`src/dpc_pkg.sv`:
```
// ==================================================================
// Shared constants and types for the dual pulse counter block
package dpc_pkg;

  // ================================================================
  // Register indices (byte address is four times the index)
  localparam logic [7:0] RTC_CONTROL_IDX = 8'h20;
  localparam logic [7:0] PULSE_COUNTER_CONTROL_IDX = 8'h40;
  localparam logic [7:0] COUNT_ONE_LOW_IDX = 8'h41;
  localparam logic [7:0] COUNT_ONE_HIGH_IDX = 8'h42;
  localparam logic [7:0] COUNT_TWO_LOW_IDX = 8'h43;
  localparam logic [7:0] COUNT_TWO_HIGH_IDX = 8'h44;

  // ================================================================
  // Field positions in the pulse counter control register
  localparam int CTRL_ONE_ENABLE_BIT = 7;
  localparam int CTRL_ONE_IRQ_ENABLE_BIT = 6;
  localparam int CTRL_ONE_FLAG_BIT = 4;
  localparam int CTRL_TWO_ENABLE_BIT = 3;
  localparam int CTRL_TWO_IRQ_ENABLE_BIT = 2;
  localparam int CTRL_TWO_FLAG_BIT = 0;
  // Field positions in the clock control register
  localparam int RTC_FLAG_BIT = 1;
  localparam int RTC_IRQ_ENABLE_BIT = 0;

  // ================================================================
  // Reset values and counter limits
  localparam logic [7:0] CTRL_RESET = 8'h00;
  localparam logic [15:0] COUNT_RESET = 16'h0000;
  localparam logic [15:0] COUNT_ALL_ONES = 16'hFFFF;

  // ================================================================
  // Timing: extra pulse width needed for counting across a read
  localparam int CLK_PERIOD_NS = 5;
  localparam int READ_PULSE_MARGIN_NS = 500;
  localparam int READ_PULSE_MARGIN_CYC =
    (READ_PULSE_MARGIN_NS + CLK_PERIOD_NS - 1) / CLK_PERIOD_NS;

  // ================================================================
  // Per-counter control bits
  typedef struct packed {
    logic enable;
    logic irq_enable;
    logic flag;
  } dpc_cnt_ctrl_s;

endpackage

```
`src/dpc_top.sv`:
```
`timescale 1ns/100ps
module dpc_top (
  // Clock and reset
  input wire logic pclk,
  input wire logic presetn,
  // APB slave
  input wire logic psel,
  input wire logic penable,
  input wire logic pwrite,
  input wire logic [11:0] paddr,
  input wire logic [31:0] pwdata,
  output logic [31:0] prdata,
  output logic pready,
  output logic pslverr,
  // Pulse pins
  input wire logic pulse_input_one,
  input wire logic pulse_input_two,
  // Interrupt path
  input wire logic external_irq_pin_n,
  input wire logic rtc_overflow,
  input wire logic irq_in_service,
  output logic ext_irq_req,
  output logic deriv_irq_grant
);

  // Declarations
  dpc_pkg::dpc_cnt_ctrl_s ctrl [2];
  logic [15:0] count [2];
  logic [2:0] pin_sync [2];
  logic pin_level [2];
  logic fall [2];
  logic origin_zero [2];
  logic skip_flag [2];
  logic rtc_tick_flag;
  logic rtc_tick_irq_enable;
  logic [2:0] ext_sync;
  logic ext_level_n;
  logic [7:0] idx;
  logic addr_ok;
  logic bus_wr;
  logic ctrl_wr;
  logic rtc_wr;
  logic lo_wr [2];
  logic hi_wr [2];
  logic [7:0] next_rdata;
  logic deriv_req;

  // Packs one counter's control bits into a nibble
  function automatic logic [3:0] ctrl_nibble(input dpc_pkg::dpc_cnt_ctrl_s c);
    ctrl_nibble = {c.enable, c.irq_enable, 1'b0, c.flag};
  endfunction

  // Checks whether an address index is one of the mapped registers
  function automatic logic idx_mapped(input logic [7:0] i);
    idx_mapped = (i == dpc_pkg::RTC_CONTROL_IDX) ||
      (i >= dpc_pkg::PULSE_COUNTER_CONTROL_IDX && i <= dpc_pkg::COUNT_TWO_HIGH_IDX);
  endfunction

  // ================================================================
  // Address decode
  assign idx = paddr[9:2];
  assign addr_ok = (paddr[1:0] == 2'h0) && (paddr[11:10] == 2'h0) && idx_mapped(idx);
  assign bus_wr = psel && penable && pready && pwrite && addr_ok;
  assign ctrl_wr = bus_wr && (idx == dpc_pkg::PULSE_COUNTER_CONTROL_IDX);
  assign rtc_wr = bus_wr && (idx == dpc_pkg::RTC_CONTROL_IDX);
  assign lo_wr[0] = bus_wr && (idx == dpc_pkg::COUNT_ONE_LOW_IDX);
  assign hi_wr[0] = bus_wr && (idx == dpc_pkg::COUNT_ONE_HIGH_IDX);
  assign lo_wr[1] = bus_wr && (idx == dpc_pkg::COUNT_TWO_LOW_IDX);
  assign hi_wr[1] = bus_wr && (idx == dpc_pkg::COUNT_TWO_HIGH_IDX);

  // ================================================================
  // APB handshake: one wait-free access phase
  always_ff @(posedge pclk or negedge presetn)
  begin
    if (!presetn)
    begin
      pready <= 1'b0;
      pslverr <= 1'b0;
    end
    else
    begin
      pready <= psel && !penable && !pready;
      pslverr <= psel && !penable && !pready && !addr_ok;
    end
  end

  // Read data selection
  // byte-wise readback
  always_comb
  begin
    next_rdata = 8'h00;
    case (idx)
      dpc_pkg::RTC_CONTROL_IDX:
        next_rdata = {6'h00, rtc_tick_flag, rtc_tick_irq_enable};
      dpc_pkg::PULSE_COUNTER_CONTROL_IDX:
        next_rdata = {ctrl_nibble(ctrl[0]), ctrl_nibble(ctrl[1])};
      dpc_pkg::COUNT_ONE_LOW_IDX: next_rdata = count[0][7:0];
      dpc_pkg::COUNT_ONE_HIGH_IDX: next_rdata = count[0][15:8];
      dpc_pkg::COUNT_TWO_LOW_IDX: next_rdata = count[1][7:0];
      dpc_pkg::COUNT_TWO_HIGH_IDX: next_rdata = count[1][15:8];
      default: next_rdata = 8'h00;
    endcase
  end

  // Read data register, loaded in the setup cycle
  always_ff @(posedge pclk or negedge presetn)
  begin
    if (!presetn)
      prdata <= 32'h00000000;
    else if (psel && !penable)
      prdata <= {24'h000000, (!pwrite && addr_ok) ? next_rdata : 8'h00};
  end

  // ================================================================
  // Pulse pin synchronisers with agreement filter
  // three-stage crossing of pulse pins
  always_ff @(posedge pclk or negedge presetn)
  begin
    if (!presetn)
    begin
      pin_sync[0] <= 3'h0;
      pin_sync[1] <= 3'h0;
      pin_level[0] <= 1'b0;
      pin_level[1] <= 1'b0;
    end
    else
    begin
      pin_sync[0] <= {pin_sync[0][1:0], pulse_input_one};
      pin_sync[1] <= {pin_sync[1][1:0], pulse_input_two};
      for (int i = 0; i < 2; i++)
        if (pin_sync[i][1] == pin_sync[i][2])
          pin_level[i] <= pin_sync[i][2];
    end
  end

  // high-to-low detect on the agreed level
  always_comb
    for (int i = 0; i < 2; i++)
      fall[i] = pin_level[i] && !pin_sync[i][1] && !pin_sync[i][2];

  // ================================================================
  // Counters
  // two independent counters, no low-power gating
  always_ff @(posedge pclk or negedge presetn)
  begin
    if (!presetn)
    begin
      for (int i = 0; i < 2; i++)
      begin
        // counters cleared, zero reached by reset
        count[i] <= dpc_pkg::COUNT_RESET;
        origin_zero[i] <= 1'b1;
        skip_flag[i] <= 1'b0;
      end
    end
    else
    begin
      for (int i = 0; i < 2; i++)
      begin
        if (lo_wr[i] || hi_wr[i])
        begin
          // a pulse during a write is dropped
          if (lo_wr[i])
            count[i][7:0] <= pwdata[7:0];
          else
            count[i][15:8] <= pwdata[7:0];
          // arm suppression when all ones is loaded while origin_zero is set (no count since reset or the last wrap)
          skip_flag[i] <= origin_zero[i] &&
            ((lo_wr[i] ? {count[i][15:8], pwdata[7:0]} : {pwdata[7:0], count[i][7:0]})
              == dpc_pkg::COUNT_ALL_ONES);
        end
        // count only while enabled, else hold
        else if (ctrl[i].enable && fall[i])
        begin
          count[i] <= count[i] + 16'h0001;
          origin_zero[i] <= (count[i] == dpc_pkg::COUNT_ALL_ONES);
          skip_flag[i] <= 1'b0;
        end
      end
    end
  end

  // ================================================================
  // Pulse counter control register
  always_ff @(posedge pclk or negedge presetn)
  begin
    if (!presetn)
    begin
      ctrl[0] <= '0;
      ctrl[1] <= '0;
    end
    else
    begin
      for (int i = 0; i < 2; i++)
      begin
        if (ctrl_wr)
        begin
          ctrl[i].enable <= pwdata[dpc_pkg::CTRL_ONE_ENABLE_BIT - 4 * i];
          ctrl[i].irq_enable <= pwdata[dpc_pkg::CTRL_ONE_IRQ_ENABLE_BIT - 4 * i];
        end
        if (ctrl[i].enable && fall[i] && !lo_wr[i] && !hi_wr[i] &&
            ctrl[i].irq_enable && !skip_flag[i] &&
            count[i] == dpc_pkg::COUNT_ALL_ONES)
          ctrl[i].flag <= 1'b1;
        // software may set or clear the flag
        else if (ctrl_wr)
          ctrl[i].flag <= pwdata[dpc_pkg::CTRL_ONE_FLAG_BIT - 4 * i];
      end
    end
  end

  // ================================================================
  // Clock flag and its enable
  always_ff @(posedge pclk or negedge presetn)
  begin
    if (!presetn)
    begin
      rtc_tick_flag <= 1'b0;
      rtc_tick_irq_enable <= 1'b0;
    end
    else
    begin
      if (rtc_wr)
        rtc_tick_irq_enable <= pwdata[dpc_pkg::RTC_IRQ_ENABLE_BIT];
      if (rtc_overflow)
        rtc_tick_flag <= 1'b1;
      else if (rtc_wr)
        rtc_tick_flag <= pwdata[dpc_pkg::RTC_FLAG_BIT];
    end
  end

  // ================================================================
  // Interrupt path
  // enabled flags as extra sources
  assign deriv_req = (ctrl[0].flag && ctrl[0].irq_enable) ||
    (ctrl[1].flag && ctrl[1].irq_enable) || (rtc_tick_flag && rtc_tick_irq_enable);

  // External pin crossing, active low
  always_ff @(posedge pclk or negedge presetn)
  begin
    if (!presetn)
    begin
      ext_sync <= 3'h7;
      ext_level_n <= 1'b1;
    end
    else
    begin
      ext_sync <= {ext_sync[1:0], external_irq_pin_n};
      if (ext_sync[1] == ext_sync[2])
        ext_level_n <= ext_sync[2];
    end
  end

  // Registered interrupt outputs
  always_ff @(posedge pclk or negedge presetn)
  begin
    if (!presetn)
    begin
      ext_irq_req <= 1'b0;
      deriv_irq_grant <= 1'b0;
    end
    else
    begin
      // flags ORed with the pin request
      ext_irq_req <= !ext_level_n || deriv_req;
      // serviced only when idle and pin quiet
      deriv_irq_grant <= deriv_req && !irq_in_service && ext_level_n;
    end
  end

  // ================================================================
  // Checks
  reset_clear_a: assert property (@(posedge pclk) disable iff (!presetn)
    !$past(presetn) |-> (count[0] == 16'h0000 && count[1] == 16'h0000 && ctrl[0] == '0))
    else $error("counters or control not cleared after reset");
  count_hold_a: assert property (@(posedge pclk) disable iff (!presetn)
    (!ctrl[0].enable && !lo_wr[0] && !hi_wr[0]) |=> $stable(count[0]))
    else $error("disabled counter changed");
  count_step_a: assert property (@(posedge pclk) disable iff (!presetn)
    (ctrl[1].enable && fall[1] && !lo_wr[1] && !hi_wr[1])
      |=> count[1] == $past(count[1]) + 16'h0001)
    else $error("counter did not step by one");
  wrap_flag_a: assert property (@(posedge pclk) disable iff (!presetn)
    (ctrl[0].enable && ctrl[0].irq_enable && fall[0] && !skip_flag[0] &&
      !lo_wr[0] && !hi_wr[0] && count[0] == 16'hFFFF) |=> ctrl[0].flag && count[0] == 16'h0000)
    else $error("wrap did not set flag");
  flag_sticky_a: assert property (@(posedge pclk) disable iff (!presetn)
    (ctrl[1].flag && !ctrl_wr) |=> ctrl[1].flag)
    else $error("flag cleared without a write");
  skip_load_a: assert property (@(posedge pclk) disable iff (!presetn)
    (skip_flag[0] && ctrl[0].enable && fall[0] && !ctrl[0].flag && !ctrl_wr &&
      !lo_wr[0] && !hi_wr[0]) |=> !ctrl[0].flag)
    else $error("loaded all ones still set the flag");
  irq_gate_a: assert property (@(posedge pclk) disable iff (!presetn)
    (ext_level_n && !ctrl[0].irq_enable && !ctrl[1].irq_enable && !rtc_tick_irq_enable)
      |=> !ext_irq_req)
    else $error("request raised with all enables off");
  grant_block_a: assert property (@(posedge pclk) disable iff (!presetn)
    (irq_in_service || !ext_level_n) |=> !deriv_irq_grant)
    else $error("grant while busy or pin pending");
  rtc_flag_a: assert property (@(posedge pclk) disable iff (!presetn)
    rtc_overflow |=> rtc_tick_flag)
    else $error("clock overflow did not set flag");
  ctrl_zero_a: assert property (@(posedge pclk) disable iff (!presetn)
    (psel && !penable && !pwrite && idx == 8'h40 && addr_ok) |=> prdata[5] == 1'b0 &&
      prdata[1] == 1'b0 && prdata[7] == $past(ctrl[0].enable))
    else $error("control readback layout wrong");
  apb_ready_a: assert property (@(posedge pclk) disable iff (!presetn)
    (psel && !penable && !pready) |=> pready ##1 !pready)
    else $error("access phase not one cycle");
endmodule

```
`config.mk`:
```
export PLATFORM = sky130hd
export DESIGN_NAME = dpc_top
export DESIGN_NICKNAME = d
export VERILOG_FILES = /design/src/dpc_pkg.sv /design/src/dpc_top.sv
export SDC_FILE = /design/constraint.sdc
export NUM_CORES = 1
export LEC_CHECK = 0
export BUFFER_PORTS_ARGS = -buffer_cell sky130_fd_sc_hd__buf_2
export CORE_ASPECT_RATIO = 1.2
export CORE_MARGIN = 2
export CORE_UTILIZATION = 25
export CTS_BUF_LIST = sky130_fd_sc_hd__clkbuf_16
export CTS_CLUSTER_SIZE = 30
export DETAILED_ROUTE_END_ITERATION = 6
export GPL_TIMING_DRIVEN = 1
export PLACE_DENSITY = 0.49
export SETUP_SLACK_MARGIN = 0.5
export SLEW_MARGIN = 15
export SYNTH_ARGS = -nofsm -noshare
export SYNTH_HDL_FRONTEND = slang
export SYNTH_SLANG_ARGS = --single-unit
```
`constraint.sdc`:
```
create_clock -name pclk -period 2.8 [get_ports pclk]
set_input_delay 0.42 -clock pclk [delete_from_list [all_inputs] [get_ports pclk]]
set_output_delay 0.42 -clock pclk [all_outputs]
set_load 0.005 [all_outputs]
```
## Word level (Yosys, flattened, before mapping)

Index checks and enable logic that the tools add are counted.

- Bits in registers: 68
- Latch bits: 0
- Memory bits (writable): 0
- ROM bits: 0
- Input bits: 54
- Output and inout port bits: 36
- Logic and storage cells: 147
- Memories kept: 0

- $add $sub $neg: 2
- Multipliers: 0
- Div/mod/pow operators: 0
- Magnitude comparators: 2
- Equal/unequal tests: 17
- Shifts and indexed selects: 0
- Mux-type cells: 22
- Bitwise gates (word level): 2
- Reduce and logical (&&, ||, !) cells: 75

Operators with widths:

| cell | number |
|---|---|
| $mux W16 | 6 |
| $eq A16 B16 Y1 const B | 4 |
| $pmux W8 S6 | 1 |
| $eq A8 B7 Y1 const B | 5 |
| $logic_and A1 B1 Y1 | 40 |
| $mux W8 | 5 |
| $add A16 B1 Y16 const B | 2 |
| $logic_not A1 Y1 | 16 |
| $reduce_and A2 Y1 | 6 |
| $mux W1 | 10 |
| $reduce_bool A2 Y1 | 5 |
| $eq A8 B6 Y1 const B | 1 |
| $ge A8 B7 Y1 const B | 1 |
| $le A8 B7 Y1 const B | 1 |
| $ne A2 B2 Y1 const B | 4 |
| $logic_or A1 B1 Y1 | 6 |
| $logic_not A2 Y1 | 2 |
| $eq A1 B1 Y1 | 3 |
| $not A1 Y1 | 2 |

## Longest topological paths before layout

- Depth in word-level cells: 13
- Gate-level depth with buffers: 9
- Depth with buffers taken out: 7

## Least setup slack after synthesis

Ideal clock, no wire load.

- Kind: input to register
- Start point: in paddr[1]
- End point: reg ctrl[2] in the netlist's numbering
- Library setup time: 127 ps
- Data arrival time: 2,209 ps
- Path slack: 463 ps
- Stages: 6
- Path buffers: 1
- Cells stage by stage: or4_4 or3_4 a21oi_4 and3_1 buf_4 mux2_1

- Word-level cells in the longest chain between the ends: 5

RTL lines:

| what | RTL line | text |
|---|---|---|
| start: declaration | dpc_top.sv:10 | `input wire logic [11:0] paddr,` |
| $logic_not A2 Y1 | dpc_top.sv:62 | `assign addr_ok = (paddr[1:0] == 2'h0) && (paddr[11:10] == 2'h0) && idx_mapped(idx);` |
| $logic_and A1 B1 Y1 (2 in a row) | dpc_top.sv:62 |  |
| $logic_and A1 B1 Y1 | dpc_top.sv:63 | `assign bus_wr = psel && penable && pready && pwrite && addr_ok;` |
| $logic_and A1 B1 Y1 | dpc_top.sv:64 | `assign ctrl_wr = bus_wr && (idx == dpc_pkg::PULSE_COUNTER_CONTROL_IDX);` |
| end: declaration | dpc_top.sv:27 | `dpc_pkg::dpc_cnt_ctrl_s ctrl [2];` |

No other way between the ends.
A chain may end at the register's enable or synchronous reset.

## Worst setup path in the final report

- Start point: in paddr[1]
- End point: reg count[18] in the netlist's numbering

- Word-level cells in the longest chain between the ends: 8
- Elaborated cells between the ends (all ways): 11
- Classes of those cells: eq/ne (1); mux (1); reduce/logical (9)

RTL lines:

| what | RTL line | text |
|---|---|---|
| $logic_not A2 Y1 * | dpc_top.sv:62 |  |
| $logic_and A1 B1 Y1 * (2 in a row) | dpc_top.sv:62 |  |
| $logic_and A1 B1 Y1 * | dpc_top.sv:63 |  |
| $logic_and A1 B1 Y1, on equally long branches | dpc_top.sv:66, dpc_top.sv:67 |  |
| $logic_or A1 B1 Y1 | dpc_top.sv:160 | `if (lo_wr[i] \|\| hi_wr[i])` |
| $ne A2 B2 Y1 (no source line) / $reduce_bool A2 Y1 (equally long branches) | -- |  |
| $reduce_and A2 Y1 (no source line) | -- |  |
| end signal: indexed assignment | dpc_top.sv:164 | `count[i][7:0] <= pwdata[7:0];` |
| end signal: indexed assignment | dpc_top.sv:166 | `count[i][15:8] <= pwdata[7:0];` |
| end signal: indexed assignment | dpc_top.sv:175 | `count[i] <= count[i] + 16'h0001;` |
| end: declaration | dpc_top.sv:28 | `logic [15:0] count [2];` |

Every way passes the cells marked *; elsewhere a longest branch is shown, timed or not.

==> impl_results.md <==
* # H-tree levels at 3
* Die X at 120.2 microns
* Number of synthesized flops with an enable pin at 0
* Crit. Startpoint: paddr[1]
* Largest net degree at the start of global routing at 26
* Final worst path period share at 79.57%
* Crit-path max FO at 9
* Clock Path Buffers at 2
* Avg Vias per Cell at 5.096
* Status: complete, no violations
* TritonCTS buffer count at 9
* Yosys cell types at 66
* Clock Latency Late Sink at 0.34 ns
* Fin nets at 552
* Layout area overhead at 19.26%
* Detail Route Antenna Nets at 0
* Num ports at 90
* CP peak stage delay at 0.57 ns
* Via count at 3613
* Top cell type's share of synthesized area at 38.33%
* Remaining DRCs at 0
* Worst-margin pin slew at 0.6501 ns
* Crit Path Category: in -> reg
* Critical-path cell list: buf_2, or4_4, or3_4, nor3_4, buf_4, o21ai_0, a22o_1
* Leakage at 2.160 nW
* Die ar. at 17230 sq um
* First-pass GRT wire length at 19340 microns
* Initial Util at 25.78%
* CTS Sinks at 68
* DR iter-0 viols at 307
* Buffers on Ports at 41
* Syn avg cell area at 9.055 sq um
* Routing usage on met1 at 19.22%
* Total negative slack at 0 ns
* Worst hold slack at 0.05734 ns
* Achievable Freq at 0.4488 GHz
* Cell taking the most area after synthesis: dfrtp_1
* Final Hold Fails at 0
* Hold WC Path Type: in -> async
* Max Slew Vio Count at 0
* Die Span Y at 143.4 microns
* Max Cap Viol at 0
* Site row count at 50
* Top Family by Delay on Critical Path: simple AND/OR/NAND/NOR gates
* Critical path arrival at 2.46 ns
* ANT cells at 0
* RSZ-0062 raised after global routing: false
* Total routed wirelength at 12230 microns
* Core region area at 15700 sq um
* DPL Wire Length at 9031 microns
* Yosys reg bits at 68
* Min cycle time layout at 2.228 ns
* WP data required at 3.03 ns
* Met2 Usage GRT at 23.39%
* Register area share after synthesis at 42.23%
* Root Buffer: clkbuf_16
* Layout cell share with drive strength beyond 1 at 19.56%
* CTS tree: yes
* Initial antenna violation count at 1
* Gr usage total at 14.77%
* Grt peak-use layer: met2
* Number of global-route vias before repair at 3406
* Gate count of the mapped netlist at 447
* Kind of end point of the critical path: flip-flop
* Critical Path Source Type: primary input
* Bufs and invs on worst path at 2
* Clock Skews at 0.005111 ns
* Final-report setup violation count at 0
* Pre-antenna DRT Iters at 5
* Met3 Resource Use GR at 3.254%
* RD Place Congestion at 0.8936
* Gr ovfl total at 0
* Post-Syn Area at 4048 sq um
* FF-to-FF Start: pready$_DFF_PN0_
* VDD IR-drop max at 0.0002886 V
* CP max stage cell: or4_4
* Power Density at 531.5 nW/um^2
* Synth top area cells: dfrtp_1 (38%), nand2_1 (5.0%), buf_4 (4.8%)
* Most used DFF post-synth: dfrtp_1
* Async set-reset flop share out of synthesis at 100.0%
* Post-CTS Setup Bufs at 0
* Reg clk slew, reported paths at 0.06 ns
* Slew headroom at 56.26%
* Yosys warns at 0
* Cell with the most instances after synthesis: dfrtp_1
* DR WL/cell at 17.25 microns
* Post-synth top cells: dfrtp_1 (62), nand2_1 (54), a21oi_1 (34)
[through the flow]
stage | cells | cell area, sq um | worst slack (ns) | power [mW] | util [%]
after floorplan | 470 | 4134 | 0.5026 | 1.096 | -
after global placement | 693 | 4448 | 0.2490 | 1.149 | 28.33
after detailed placement | 693 | 4448 | 0.2031 | 1.151 | 28.33
after CTS | 709 | 4820 | 0.5710 | 2.602 | 30.69
after global routing | 709 | 4827 | 0.5006 | 2.667 | 30.74
final | 709 | 4827 | 0.5719 | 2.566 | 30.74
[per-layer routing]
metal | vias up | share of wire [%]
met4 | 0 | 2.6
li1 | 1726 | -
met5 | - | 0
met2 | 132 | 45
met1 | 1736 | 45
met3 | 19 | 6.6
[final timing paths]
kind | cells past startpoint | slack, ns | end
max | 7 | 0.57 | count[18]$_DFFE_PN0P_
min in group pclk | 1 | 0.17 | ext_sync[0]$_DFF_PN1_
min | 1 | 0.06 | pin_sync[1]$_DFF_PN0_
max in group asynchronous | 2 | 2.05 | count[24]$_DFFE_PN0P_
min reg2reg | 0 | 0.35 | pin_sync[4]$_DFF_PN0_
max reg2reg | 6 | 0.62 | count[18]$_DFFE_PN0P_
[cells by family (layout without fill, tap and decap cells)]
group / after synthesis / after routing / share of synthesized area, %
simple gates: 169 / 169 / 21.67
compound gates: 132 / 132 / 21.82
flops: 68 / 68 / 42.23
buf+inv: 52 / 83 / 7.728
mux: 19 / 19 / 4.884
fa+ha+maj: 5 / 5 / 1.360
other cells: 1 / 24 / 0.09265
xor+xnor: 1 / 1 / 0.2164
[report_power, final]
part           switching, mW  total (mW)  internal [mW]
clock                  0.464        1.43          0.968
sequential           0.00734        1.01           1.00
combinational         0.0888       0.127         0.0380
[placed cells by master, fill, tap and decap left out, types with 4 or more instances in the layout]
master and instances:
a21oi_1 34, a221oi_1 6, a22o_1 7, a31oi_1 7, and3_1 8, buf_2 41
buf_4 17, bufinv_16 4, clkbuf_16 9, conb_1 24, dfrtp_1 62, dfstp_2 6
inv_1 9, mux2_1 4, mux2i_1 13, nand2_1 54, nand2b_1 5, nand3_1 20
nand4_1 12, nor2_1 30, nor3_1 9, nor4_1 4, o21ai_0 31, o22ai_1 6
o31ai_1 5, or3_1 4
[flip-flops by register name (all words and copies together) (netlist names)]
name                 count
ext_sync                 3
rtc_tick_flag            1
count                   32
skip_flag                2
deriv_irq_grant          1
ctrl                     6
pready                   1
rtc_tick_irq_enable      1
ext_level_n              1
prdata                   8
pin_sync                 6
ext_irq_req              1
pin_level                2
origin_zero              2
pslverr                  1
[repair_timing]
item                                    4_1_cts  5_1_grt
hold buffers                                  0        0
endpoints found under the setup margin        0        1
resized for setup                             0        1
[area by class of cell]
type,instances,area (sq um)
inverters,9,33.78
clock inverters,7,146.4
repair buffers,58,332.8
well taps,208,260.3
multi-input cells,350,2120
fillers,1671,10880
flip-flops and latches,68,1709
clock buffers,9,225.2
[worst reg2reg max path, stage by stage (launching register included)]
cell	delay, ns
dfrtp_1	0.38
nand4_1	0.23
or3_4	0.49
nor3_4	0.41
buf_4	0.23
o21ai_0	0.07
a22o_1	0.24
Note: power is estimated with default switching activity, not from simulation.
